<file path="config.mk">
export PLATFORM = sky130hd
export DESIGN_NAME = pll_ratio_clock_config
export DESIGN_NICKNAME = d
export VERILOG_FILES = /design/src/rtl/pll_cfg_pkg.sv /design/src/rtl/pll_ratio_clock_config.sv
export SDC_FILE = /design/constraint.sdc
export NUM_CORES = 1
export LEC_CHECK = 0
export BUFFER_PORTS_ARGS = -buffer_cell sky130_fd_sc_hd__clkbuf_2
export CORE_MARGIN = 8
export CORE_UTILIZATION = 60
export CTS_BUF_LIST = sky130_fd_sc_hd__clkbuf_8
export DETAILED_ROUTE_END_ITERATION = 8
export PLACE_DENSITY = 0.83
export SETUP_SLACK_MARGIN = 0.15
export SLEW_MARGIN = 20
export SYNTH_ARGS = -nofsm -noshare
export SYNTH_HDL_FRONTEND = slang
export SYNTH_SLANG_ARGS = --single-unit
</file>
<file path="constraint.sdc">
create_clock -name clk -period 2.3 [get_ports clk]
set_input_delay 0.23 -clock clk [delete_from_list [all_inputs] [get_ports clk]]
set_output_delay 0.23 -clock clk [all_outputs]
set_load 0.005 [all_outputs]
</file>
<file path="src/rtl/pll_cfg_pkg.sv">
// Constants, register map and carrier types of the PLL ratio clock configuration block
package pll_cfg_pkg;
    // ****************************************
    // Sizes
    // ****************************************
    localparam int NUM_PLLS = 7;
    localparam int NUM_CORES = 4;
    localparam int NUM_LANES = 3;
    localparam int RAT_W = 5;
    localparam int RANGE_W = 2;
    localparam int SEL_W = 4;
    localparam int LANE_W = 3;
    localparam int ADDR_W = 5;
    localparam int DATA_W = 32;
    // PLL index in lock and enable vectors
    localparam int PLL_CLA = 0;
    localparam int PLL_CLB = 1;
    localparam int PLL_PLAT = 2;
    localparam int PLL_DDR = 3;
    localparam int PLL_LANE0 = 4;
    // ****************************************
    // Register offsets (byte addresses)
    // ****************************************
    localparam logic [ADDR_W-1:0] ADDR_CTRL = 5'h00;
    localparam logic [ADDR_W-1:0] ADDR_PLAT = 5'h04;
    localparam logic [ADDR_W-1:0] ADDR_CLUS = 5'h08;
    localparam logic [ADDR_W-1:0] ADDR_CSEL = 5'h0c;
    localparam logic [ADDR_W-1:0] ADDR_MEM = 5'h10;
    localparam logic [ADDR_W-1:0] ADDR_MISC = 5'h14;
    localparam logic [ADDR_W-1:0] ADDR_STAT = 5'h18;
    // ****************************************
    // Field positions
    // ****************************************
    localparam int APPLY_BIT = 0;
    localparam int RANGE_LSB = 8;
    localparam int CLB_RAT_LSB = 16;
    localparam int CLB_RANGE_LSB = 24;
    localparam int SYNC_BIT = 16;
    localparam int LANE_LSB = 8;
    localparam int LANE_STRIDE = 4;
    localparam int STAT_EN_LSB = 8;
    localparam int STAT_INV_BIT = 16;
    localparam int STAT_RUN_BIT = 17;
    // ****************************************
    // Codes and reset values
    // ****************************************
    localparam logic [RAT_W-1:0] PLAT_RAT_MIN = 5'h04;
    localparam logic [RAT_W-1:0] PLAT_RAT_MAX = 5'h0a;
    localparam logic [RAT_W-1:0] CLUS_RAT_MIN = 5'h08;
    localparam logic [RAT_W-1:0] CLUS_RAT_MAX = 5'h12;
    localparam logic [RAT_W-1:0] MEM_SYNC_CODE = 5'h01;
    localparam logic [SEL_W-1:0] SEL_A_DIV1 = 4'h0;
    localparam logic [SEL_W-1:0] SEL_A_DIV2 = 4'h1;
    localparam logic [SEL_W-1:0] SEL_B_DIV1 = 4'h4;
    localparam logic [SEL_W-1:0] SEL_B_DIV2 = 4'h5;
    localparam logic [1:0] PME_DIV_RATIO = 2'h2;
    localparam logic [DATA_W-1:0] CFG_RST = 32'h0000_0000;
    // ****************************************
    // Carrier types
    // ****************************************
    typedef struct packed {
        logic [RAT_W-1:0] mult;
        logic [RANGE_W-1:0] range;
    } pll_set_t;
    typedef struct packed {
        logic src_b;
        logic div2;
    } core_clk_t;
    typedef enum logic [1:0] {IDLE_ST, LOCK_ST, RUN_ST, FAULT_ST} cfg_state_t;
endpackage : pll_cfg_pkg

</file>
<file path="src/rtl/pll_ratio_clock_config.sv">
// Configuration decoder and domain gating for the seven on-chip PLLs
//
// The register addresses and the strobed register port were chosen for this implementation.
`timescale 1ns/1ps
module pll_ratio_clock_config
    import pll_cfg_pkg::*;
(
    // Clock and reset
    input wire logic clk,
    input wire logic nrst,
    // Register port
    input wire logic [pll_cfg_pkg::ADDR_W-1:0] addr,
    input wire logic [pll_cfg_pkg::DATA_W-1:0] wr_data,
    input wire logic wr_en,
    input wire logic rd_en,
    output logic [pll_cfg_pkg::DATA_W-1:0] rd_data,
    // PLL lock reports
    input wire logic [pll_cfg_pkg::NUM_PLLS-1:0] pll_lock,
    // PLL settings
    output pll_cfg_pkg::pll_set_t cluster_a_set,
    output pll_cfg_pkg::pll_set_t cluster_b_set,
    output pll_cfg_pkg::pll_set_t platform_set,
    output pll_cfg_pkg::pll_set_t memory_set,
    output logic [pll_cfg_pkg::NUM_LANES-1:0][pll_cfg_pkg::LANE_W-1:0] lane_mult,
    // Derived clock relations
    output pll_cfg_pkg::core_clk_t [pll_cfg_pkg::NUM_CORES-1:0] core_clk,
    output logic ddr_ref_platform,
    output logic mem_bus_half,
    output logic [1:0] pme_div,
    output logic [pll_cfg_pkg::RAT_W-1:0] local_bus_div,
    // Gating and status
    output logic [pll_cfg_pkg::NUM_PLLS-1:0] domain_enable,
    output logic config_invalid
);
    import pll_cfg_pkg::*;

    // ****************************************
    // State
    // ****************************************
    logic [DATA_W-1:0] plat_r, plat_nxt, clus_r, clus_nxt, csel_r, csel_nxt;
    logic [DATA_W-1:0] mem_r, mem_nxt, misc_r, misc_nxt, rd_data_nxt;
    pll_set_t cla_nxt, clb_nxt, plat_set_nxt, mem_set_nxt;
    logic [NUM_LANES-1:0][LANE_W-1:0] lane_nxt;
    core_clk_t [NUM_CORES-1:0] core_dec, core_nxt;
    logic [NUM_CORES-1:0] core_ok;
    logic ddr_ref_nxt, half_nxt, inv_nxt;
    logic [1:0] pme_nxt;
    logic [RAT_W-1:0] lbd_nxt;
    logic [NUM_PLLS-1:0] en_nxt;
    cfg_state_t state_r, state_nxt;
    logic apply, cfg_bad;
    logic [RAT_W-1:0] plat_rat, cla_rat, clb_rat, mem_rat, lb_rat;
    logic mem_sync;

    // Field extraction from the staged configuration
    assign plat_rat = plat_r[RAT_W-1:0];
    assign cla_rat = clus_r[RAT_W-1:0];
    assign clb_rat = clus_r[CLB_RAT_LSB +: RAT_W];
    assign mem_rat = mem_r[RAT_W-1:0];
    assign mem_sync = mem_r[SYNC_BIT];
    assign lb_rat = misc_r[RAT_W-1:0];
    assign apply = wr_en && (addr == ADDR_CTRL) && wr_data[APPLY_BIT];

    // ****************************************
    // Core select decode, one per complex
    // ****************************************
    genvar gi;
    generate
        for (gi = 0; gi < NUM_CORES; gi++) begin : g_core
            logic [SEL_W-1:0] sel;
            assign sel = csel_r[gi*SEL_W +: SEL_W];
            // Lower pair may halve A; upper pair may halve B
            always_comb begin
                core_ok[gi] = 1'b1;
                core_dec[gi] = '0;
                if (sel == SEL_A_DIV1) begin
                    core_dec[gi] = '0;
                end else if (sel == SEL_B_DIV1) begin
                    core_dec[gi].src_b = 1'b1;
                end else if ((gi < NUM_CORES / 2) && (sel == SEL_A_DIV2)) begin
                    core_dec[gi].div2 = 1'b1;
                end else if ((gi >= NUM_CORES / 2) && (sel == SEL_B_DIV2)) begin
                    core_dec[gi].src_b = 1'b1;
                    core_dec[gi].div2 = 1'b1;
                end else begin
                    core_ok[gi] = 1'b0;
                end
            end
        end
    endgenerate

    // Reserved code anywhere spoils the whole configuration
    always_comb begin
        cfg_bad = 1'b0;
        if ((plat_rat < PLAT_RAT_MIN) || (plat_rat > PLAT_RAT_MAX)) begin
            cfg_bad = 1'b1;
        end
        if ((cla_rat < CLUS_RAT_MIN) || (cla_rat > CLUS_RAT_MAX)) begin
            cfg_bad = 1'b1;
        end
        if ((clb_rat < CLUS_RAT_MIN) || (clb_rat > CLUS_RAT_MAX)) begin
            cfg_bad = 1'b1;
        end
        if (!(&core_ok)) begin
            cfg_bad = 1'b1;
        end
        if (mem_sync && (mem_rat != MEM_SYNC_CODE)) begin
            cfg_bad = 1'b1;
        end
        if (!mem_sync && (mem_rat == '0)) begin
            cfg_bad = 1'b1;
        end
        if (lb_rat == '0) begin
            cfg_bad = 1'b1;
        end
    end

    // ****************************************
    // Next-state logic
    // ****************************************
    // Settings only move on apply, so PLLs never see a half-written set
    always_comb begin
        plat_nxt = plat_r;
        clus_nxt = clus_r;
        csel_nxt = csel_r;
        mem_nxt = mem_r;
        misc_nxt = misc_r;
        cla_nxt = cluster_a_set;
        clb_nxt = cluster_b_set;
        plat_set_nxt = platform_set;
        mem_set_nxt = memory_set;
        lane_nxt = lane_mult;
        core_nxt = core_clk;
        ddr_ref_nxt = ddr_ref_platform;
        half_nxt = mem_bus_half;
        pme_nxt = PME_DIV_RATIO;
        lbd_nxt = local_bus_div;
        en_nxt = domain_enable;
        inv_nxt = config_invalid;
        state_nxt = state_r;
        rd_data_nxt = '0;
        // Staging registers
        if (wr_en) begin
            unique case (addr)
                ADDR_PLAT: plat_nxt = wr_data;
                ADDR_CLUS: clus_nxt = wr_data;
                ADDR_CSEL: csel_nxt = wr_data;
                ADDR_MEM: mem_nxt = wr_data;
                ADDR_MISC: misc_nxt = wr_data;
                default: plat_nxt = plat_r;
            endcase
        end
        // Apply: latch decoded settings and restart lock wait
        if (apply) begin
            cla_nxt = '{mult: cla_rat, range: clus_r[RANGE_LSB +: RANGE_W]};
            clb_nxt = '{mult: clb_rat, range: clus_r[CLB_RANGE_LSB +: RANGE_W]};
            plat_set_nxt = '{mult: plat_rat, range: plat_r[RANGE_LSB +: RANGE_W]};
            mem_set_nxt = '{mult: mem_rat, range: mem_r[RANGE_LSB +: RANGE_W]};
            for (int i = 0; i < NUM_LANES; i++) begin
                lane_nxt[i] = misc_r[LANE_LSB + i*LANE_STRIDE +: LANE_W];
            end
            core_nxt = core_dec;
            ddr_ref_nxt = mem_sync;
            half_nxt = mem_sync;
            lbd_nxt = lb_rat;
            en_nxt = '0;
            inv_nxt = cfg_bad;
            state_nxt = cfg_bad ? FAULT_ST : LOCK_ST;
        end else begin
            unique case (state_r)
                IDLE_ST, FAULT_ST: en_nxt = '0;
                LOCK_ST: begin
                    en_nxt = domain_enable | pll_lock;
                    if (&en_nxt) begin
                        state_nxt = RUN_ST;
                    end
                end
                RUN_ST: en_nxt = domain_enable; // Lock loss is not re-gated
            endcase
        end
        // Read mux; unmapped offsets read zero
        if (rd_en) begin
            unique case (addr)
                ADDR_PLAT: rd_data_nxt = plat_r;
                ADDR_CLUS: rd_data_nxt = clus_r;
                ADDR_CSEL: rd_data_nxt = csel_r;
                ADDR_MEM: rd_data_nxt = mem_r;
                ADDR_MISC: rd_data_nxt = misc_r;
                ADDR_STAT: begin
                    rd_data_nxt[NUM_PLLS-1:0] = pll_lock;
                    rd_data_nxt[STAT_EN_LSB +: NUM_PLLS] = domain_enable;
                    rd_data_nxt[STAT_INV_BIT] = config_invalid;
                    rd_data_nxt[STAT_RUN_BIT] = (state_r == RUN_ST);
                end
                default: rd_data_nxt = '0;
            endcase
        end
    end

    // ****************************************
    // Registers
    // ****************************************
    always_ff @(posedge clk) begin
        if (!nrst) begin
            plat_r <= CFG_RST;
            clus_r <= CFG_RST;
            csel_r <= CFG_RST;
            mem_r <= CFG_RST;
            misc_r <= CFG_RST;
            cluster_a_set <= '0;
            cluster_b_set <= '0;
            platform_set <= '0;
            memory_set <= '0;
            lane_mult <= '0;
            core_clk <= '0;
            ddr_ref_platform <= 1'b0;
            mem_bus_half <= 1'b0;
            pme_div <= PME_DIV_RATIO;
            local_bus_div <= '0;
            domain_enable <= '0;
            config_invalid <= 1'b0;
            state_r <= IDLE_ST;
            rd_data <= '0;
        end else begin
            plat_r <= plat_nxt;
            clus_r <= clus_nxt;
            csel_r <= csel_nxt;
            mem_r <= mem_nxt;
            misc_r <= misc_nxt;
            cluster_a_set <= cla_nxt;
            cluster_b_set <= clb_nxt;
            platform_set <= plat_set_nxt;
            memory_set <= mem_set_nxt;
            lane_mult <= lane_nxt;
            core_clk <= core_nxt;
            ddr_ref_platform <= ddr_ref_nxt;
            mem_bus_half <= half_nxt;
            pme_div <= pme_nxt;
            local_bus_div <= lbd_nxt;
            domain_enable <= en_nxt;
            config_invalid <= inv_nxt;
            state_r <= state_nxt;
            rd_data <= rd_data_nxt;
        end
    end

    // ****************************************
    // Assertions
    // ****************************************
    AST_GATE_LOCK: assert property (@(posedge clk) disable iff (!nrst)
        ((domain_enable & ~$past(domain_enable)) & ~$past(pll_lock)) == '0)
        else $error("domain enabled without lock");
    AST_INVALID_GATED: assert property (@(posedge clk) disable iff (!nrst)
        config_invalid |-> (domain_enable == '0))
        else $error("clock enabled under invalid configuration");
    AST_APPLY_BAD: assert property (@(posedge clk) disable iff (!nrst)
        (apply && cfg_bad) |=> config_invalid [*2])
        else $error("reserved code not flagged");
    AST_PLAT_RATIO: assert property (@(posedge clk) disable iff (!nrst)
        (state_r != IDLE_ST && !config_invalid) |->
        (platform_set.mult >= PLAT_RAT_MIN && platform_set.mult <= PLAT_RAT_MAX))
        else $error("platform ratio out of range");
    AST_CLUS_RATIO: assert property (@(posedge clk) disable iff (!nrst)
        (state_r != IDLE_ST && !config_invalid) |->
        (cluster_a_set.mult >= CLUS_RAT_MIN && cluster_a_set.mult <= CLUS_RAT_MAX &&
        cluster_b_set.mult >= CLUS_RAT_MIN && cluster_b_set.mult <= CLUS_RAT_MAX))
        else $error("cluster ratio out of range");
    AST_SYNC_CODE: assert property (@(posedge clk) disable iff (!nrst)
        (state_r != IDLE_ST && !config_invalid && ddr_ref_platform) |->
        (memory_set.mult == MEM_SYNC_CODE))
        else $error("sync mode with reserved memory code");
    AST_DDR_REF: assert property (@(posedge clk) disable iff (!nrst)
        apply |=> (ddr_ref_platform == $past(mem_sync)) && (mem_bus_half == ddr_ref_platform))
        else $error("ddr reference select mismatch");
    AST_CORE_DIV: assert property (@(posedge clk) disable iff (!nrst)
        !config_invalid |-> !(core_clk[0].src_b && core_clk[0].div2) &&
        !(core_clk[3].div2 && !core_clk[3].src_b))
        else $error("core divider outside allowed pairs");
    AST_LB_DIV: assert property (@(posedge clk) disable iff (!nrst)
        (domain_enable[PLL_PLAT] && !config_invalid) |-> (local_bus_div != '0))
        else $error("local bus divider zero while running");
    AST_PME_HALF: assert property (@(posedge clk) disable iff (!nrst)
        $rose(domain_enable[PLL_PLAT]) |-> (pme_div == PME_DIV_RATIO))
        else $error("pattern engine divider wrong");
    AST_STAT_READ: assert property (@(posedge clk) disable iff (!nrst)
        (rd_en && addr == ADDR_STAT) |=> (rd_data[STAT_INV_BIT] == $past(config_invalid)))
        else $error("status read mismatch");
endmodule : pll_ratio_clock_config

</file>
==> qor.yml <==
sta:
  setup_viol: 0
  maxSlewHeadroom_pct: 45.36
  period_share_pct: 86.83
  tightestPinTransition_ps: 819.7
  rsz0062_at_grt: "no"
  skew_ps: 27.22
  post-route-min-period_ps: 1997
  finalSetupTns_ps: 0
  hold_viol_final: 0
  clock.fmax_mhz: 500.7
  finalMaxSlewViolations: 0
clock_tree:
  cts_max_level: 2
  post_cts_buffers: 0
  insertion_delay_ps: 540
  cts_sinks: 253
  cts_buffers: 41
  cts_tree: "done"
  cts.path.max_buffers: 3
  ctsHoldBuffers: 32
  post_cts_resized: 0
  cts-root-buf: "clkbuf_8"
  clkTransAtPathRegs_ps: 60
synth:
  ys_seq_area_share_pct: 48.28
  yosysUniqueCellTypes: 42
  syn_area_mm2: 0.01049
  syn-instance-count: 1250
  ys_ff_latch: 253
  synth_edf_count: 0
  async_flop_share_pct: 0
  avgSynthCellArea_um2: 8.393
  ys.flop_type: "dfxtp_1"
  synth_fp_nets: 1298
  ys_warn_count: 0
worst_hold_path:
  hp-class: "in2reg"
routing:
  drt_iter0_markers: 1025
  wl_per_cell_um: 19.12
  first_pass_iters: 7
  postRouteWirelength_um: 31660
  drc: 0
  vias: 9651
  vias_per_cell: 5.828
  detail-route-antenna-nets: 0
place:
  place.gp.congestion: 0.9104
  placed_cell_area_mm2: 0.01140
  io_buffer_count: 139
  dp_hpwl_um: 20410
  dp_cells: 1553
global_routing:
  grt_pass1_wl_um: 50040
  grt_pass1_vias: 9358
  grt_util_all_layers_pct: 28.30
  grt_max_degree: 126
  grt_overflow: 0
  antenna_found_initial: 0
floorplan:
  ios: 142
  die_w_um: 148.2
  fp-row-count: 48
  core_area_mm2: 0.01718
  die-area_mm2: 0.02197
  start_util_pct: 61.08
  dieHeight_um: 148.2
finish:
  finalNonFillerCells: 1656
  fillerInstances: 1284
  antennaDiodeCount: 0
  final_common_cell: "nand2_1"
  layout.nets: 1451
  stdcell_area_mm2: 0.01253
  syn_to_final_growth_pct: 19.43
  drive_gt1_share_pct: 19.36
  final_cell_mix: "441 x nand2_1, 253 x dfxtp_1, 165 x a21boi_0, 138 x clkbuf_2, 53 x clkbuf_8"
worst_setup_path:
  required_ps: 2720
  critical_path_class: "reg2reg"
  start_kind: "flop"
  endpoint_kind: "flop"
  crit_fanout: 4
  cp_data_arrival_time_ps: 2420
power_and_ir_drop:
  power_density_mw_per_mm2: 689.5
  power_w: 0.008640
  total_leakage_power_nw: 4.584
  ir_worst_vdd_uv: 426.3
status:
  outcome: "complete, no violations"
flow_run:
  drv_cap: 0
critical path: stages (launching register included):
cell and delay (ps):
dfxtp_1 370, nor4_1 730, nand2_1 120, a211oi_1 250, nand4b_1 180, and3_1 220
cell families after synthesis:
logic type	after synthesis	synth area share, %
compound gates	311	21.72
flops	253	48.28
buf+inv	102	4.246
other cells	2	0.07158
mux	48	4.961
simple gates	534	20.73
registers in the layout (all words and copies together), names as in the netlist, 2 cells and up:
name and cells:
lane_mult 9, cluster_a_set 7, cluster_b_set 7, csel_r 32, domain_enable 7, rd_data 32, platform_set 7, mem_r 32
misc_r 32, local_bus_div 5, plat_r 32, state_r 2, memory_set 7, clus_r 32, core_clk 8
stage by stage:
| step | worst slack [ps] | hold WS, ps | util, % |
|---|---|---|---|
| 2_1_floorplan | 504.2 | 364.8 | - |
| 3_3_place_gp | 192.0 | 437.4 | 66.39 |
| 3_5_place_dp | 155.7 | 444.1 | 66.39 |
| 4_1_cts | 412.5 | 8.545 | 72.95 |
| 5_1_grt | 211.9 | 41.17 | 72.95 |
| 6_report | 302.9 | 42.07 | 72.95 |
area by class of cell:
type,count,area [µm²],area share (%)
Clock buffer,53,729.5,5.822
Timing Repair Buffer,208,1371,10.94
Tap cell,225,281.5,2.247
Sequential cell,253,5065,40.42
Multi-Input combinational cell,895,4991,39.83
Clock inverter,18,76.32,0.6091
Inverter,4,15.01,0.1198
worst paths after layout:
path / slack [ps] / to / cells past startpoint / start
worst max-delay path: 300 / state_r[1] / 5 / mem_r[4]
worst min-delay path: 40 / domain_enable[2] / 3 / pll_lock[2]
worst max register to register: 300 / state_r[1] / 5 / mem_r[4]
worst min register to register: 450 / rd_data[28] / 2 / clus_r[28]
cells in the mapped netlist (all sizes together), types with 4 or more instances:
cell type	instances	area share, %
a211oi	5	0.36
a21oi	26	1.2
nor2b	5	0.30
a22oi	23	1.6
mux2	32	3.4
o21ai	11	0.52
dfxtp	253	48
clkbuf	60	2.1
nor3	4	0.29
mux2i	16	1.5
nand3	4	0.19
o22ai	4	0.24
buf	38	2.0
inv	4	0.14
a221oi	27	2.3
nand2	441	16
a21boi	209	15
nor2	52	1.9
nand4b	5	0.42
layer usage:
metal | up-vias | share of wire [%] | GRT usage, % | routed length, µm
li1 | 4508 | - | - | -
met1 | 4547 | 41 | 36.27 | 12870
met2 | 504 | 45 | 44.06 | 14400
met3 | 92 | 11 | 7.900 | 3362
met4 | 0 | 3.2 | 11.83 | 1026
met5 | - | 0 | 0 | 0
power by group:
part / total (W) / switching (W) / internal (W)
combinational: 0.000435 / 0.000252 / 0.000183
sequential: 0.00442 / 0.0000174 / 0.00440
clock: 0.00378 / 0.00173 / 0.00206
(Power assumes the default switching activity.)
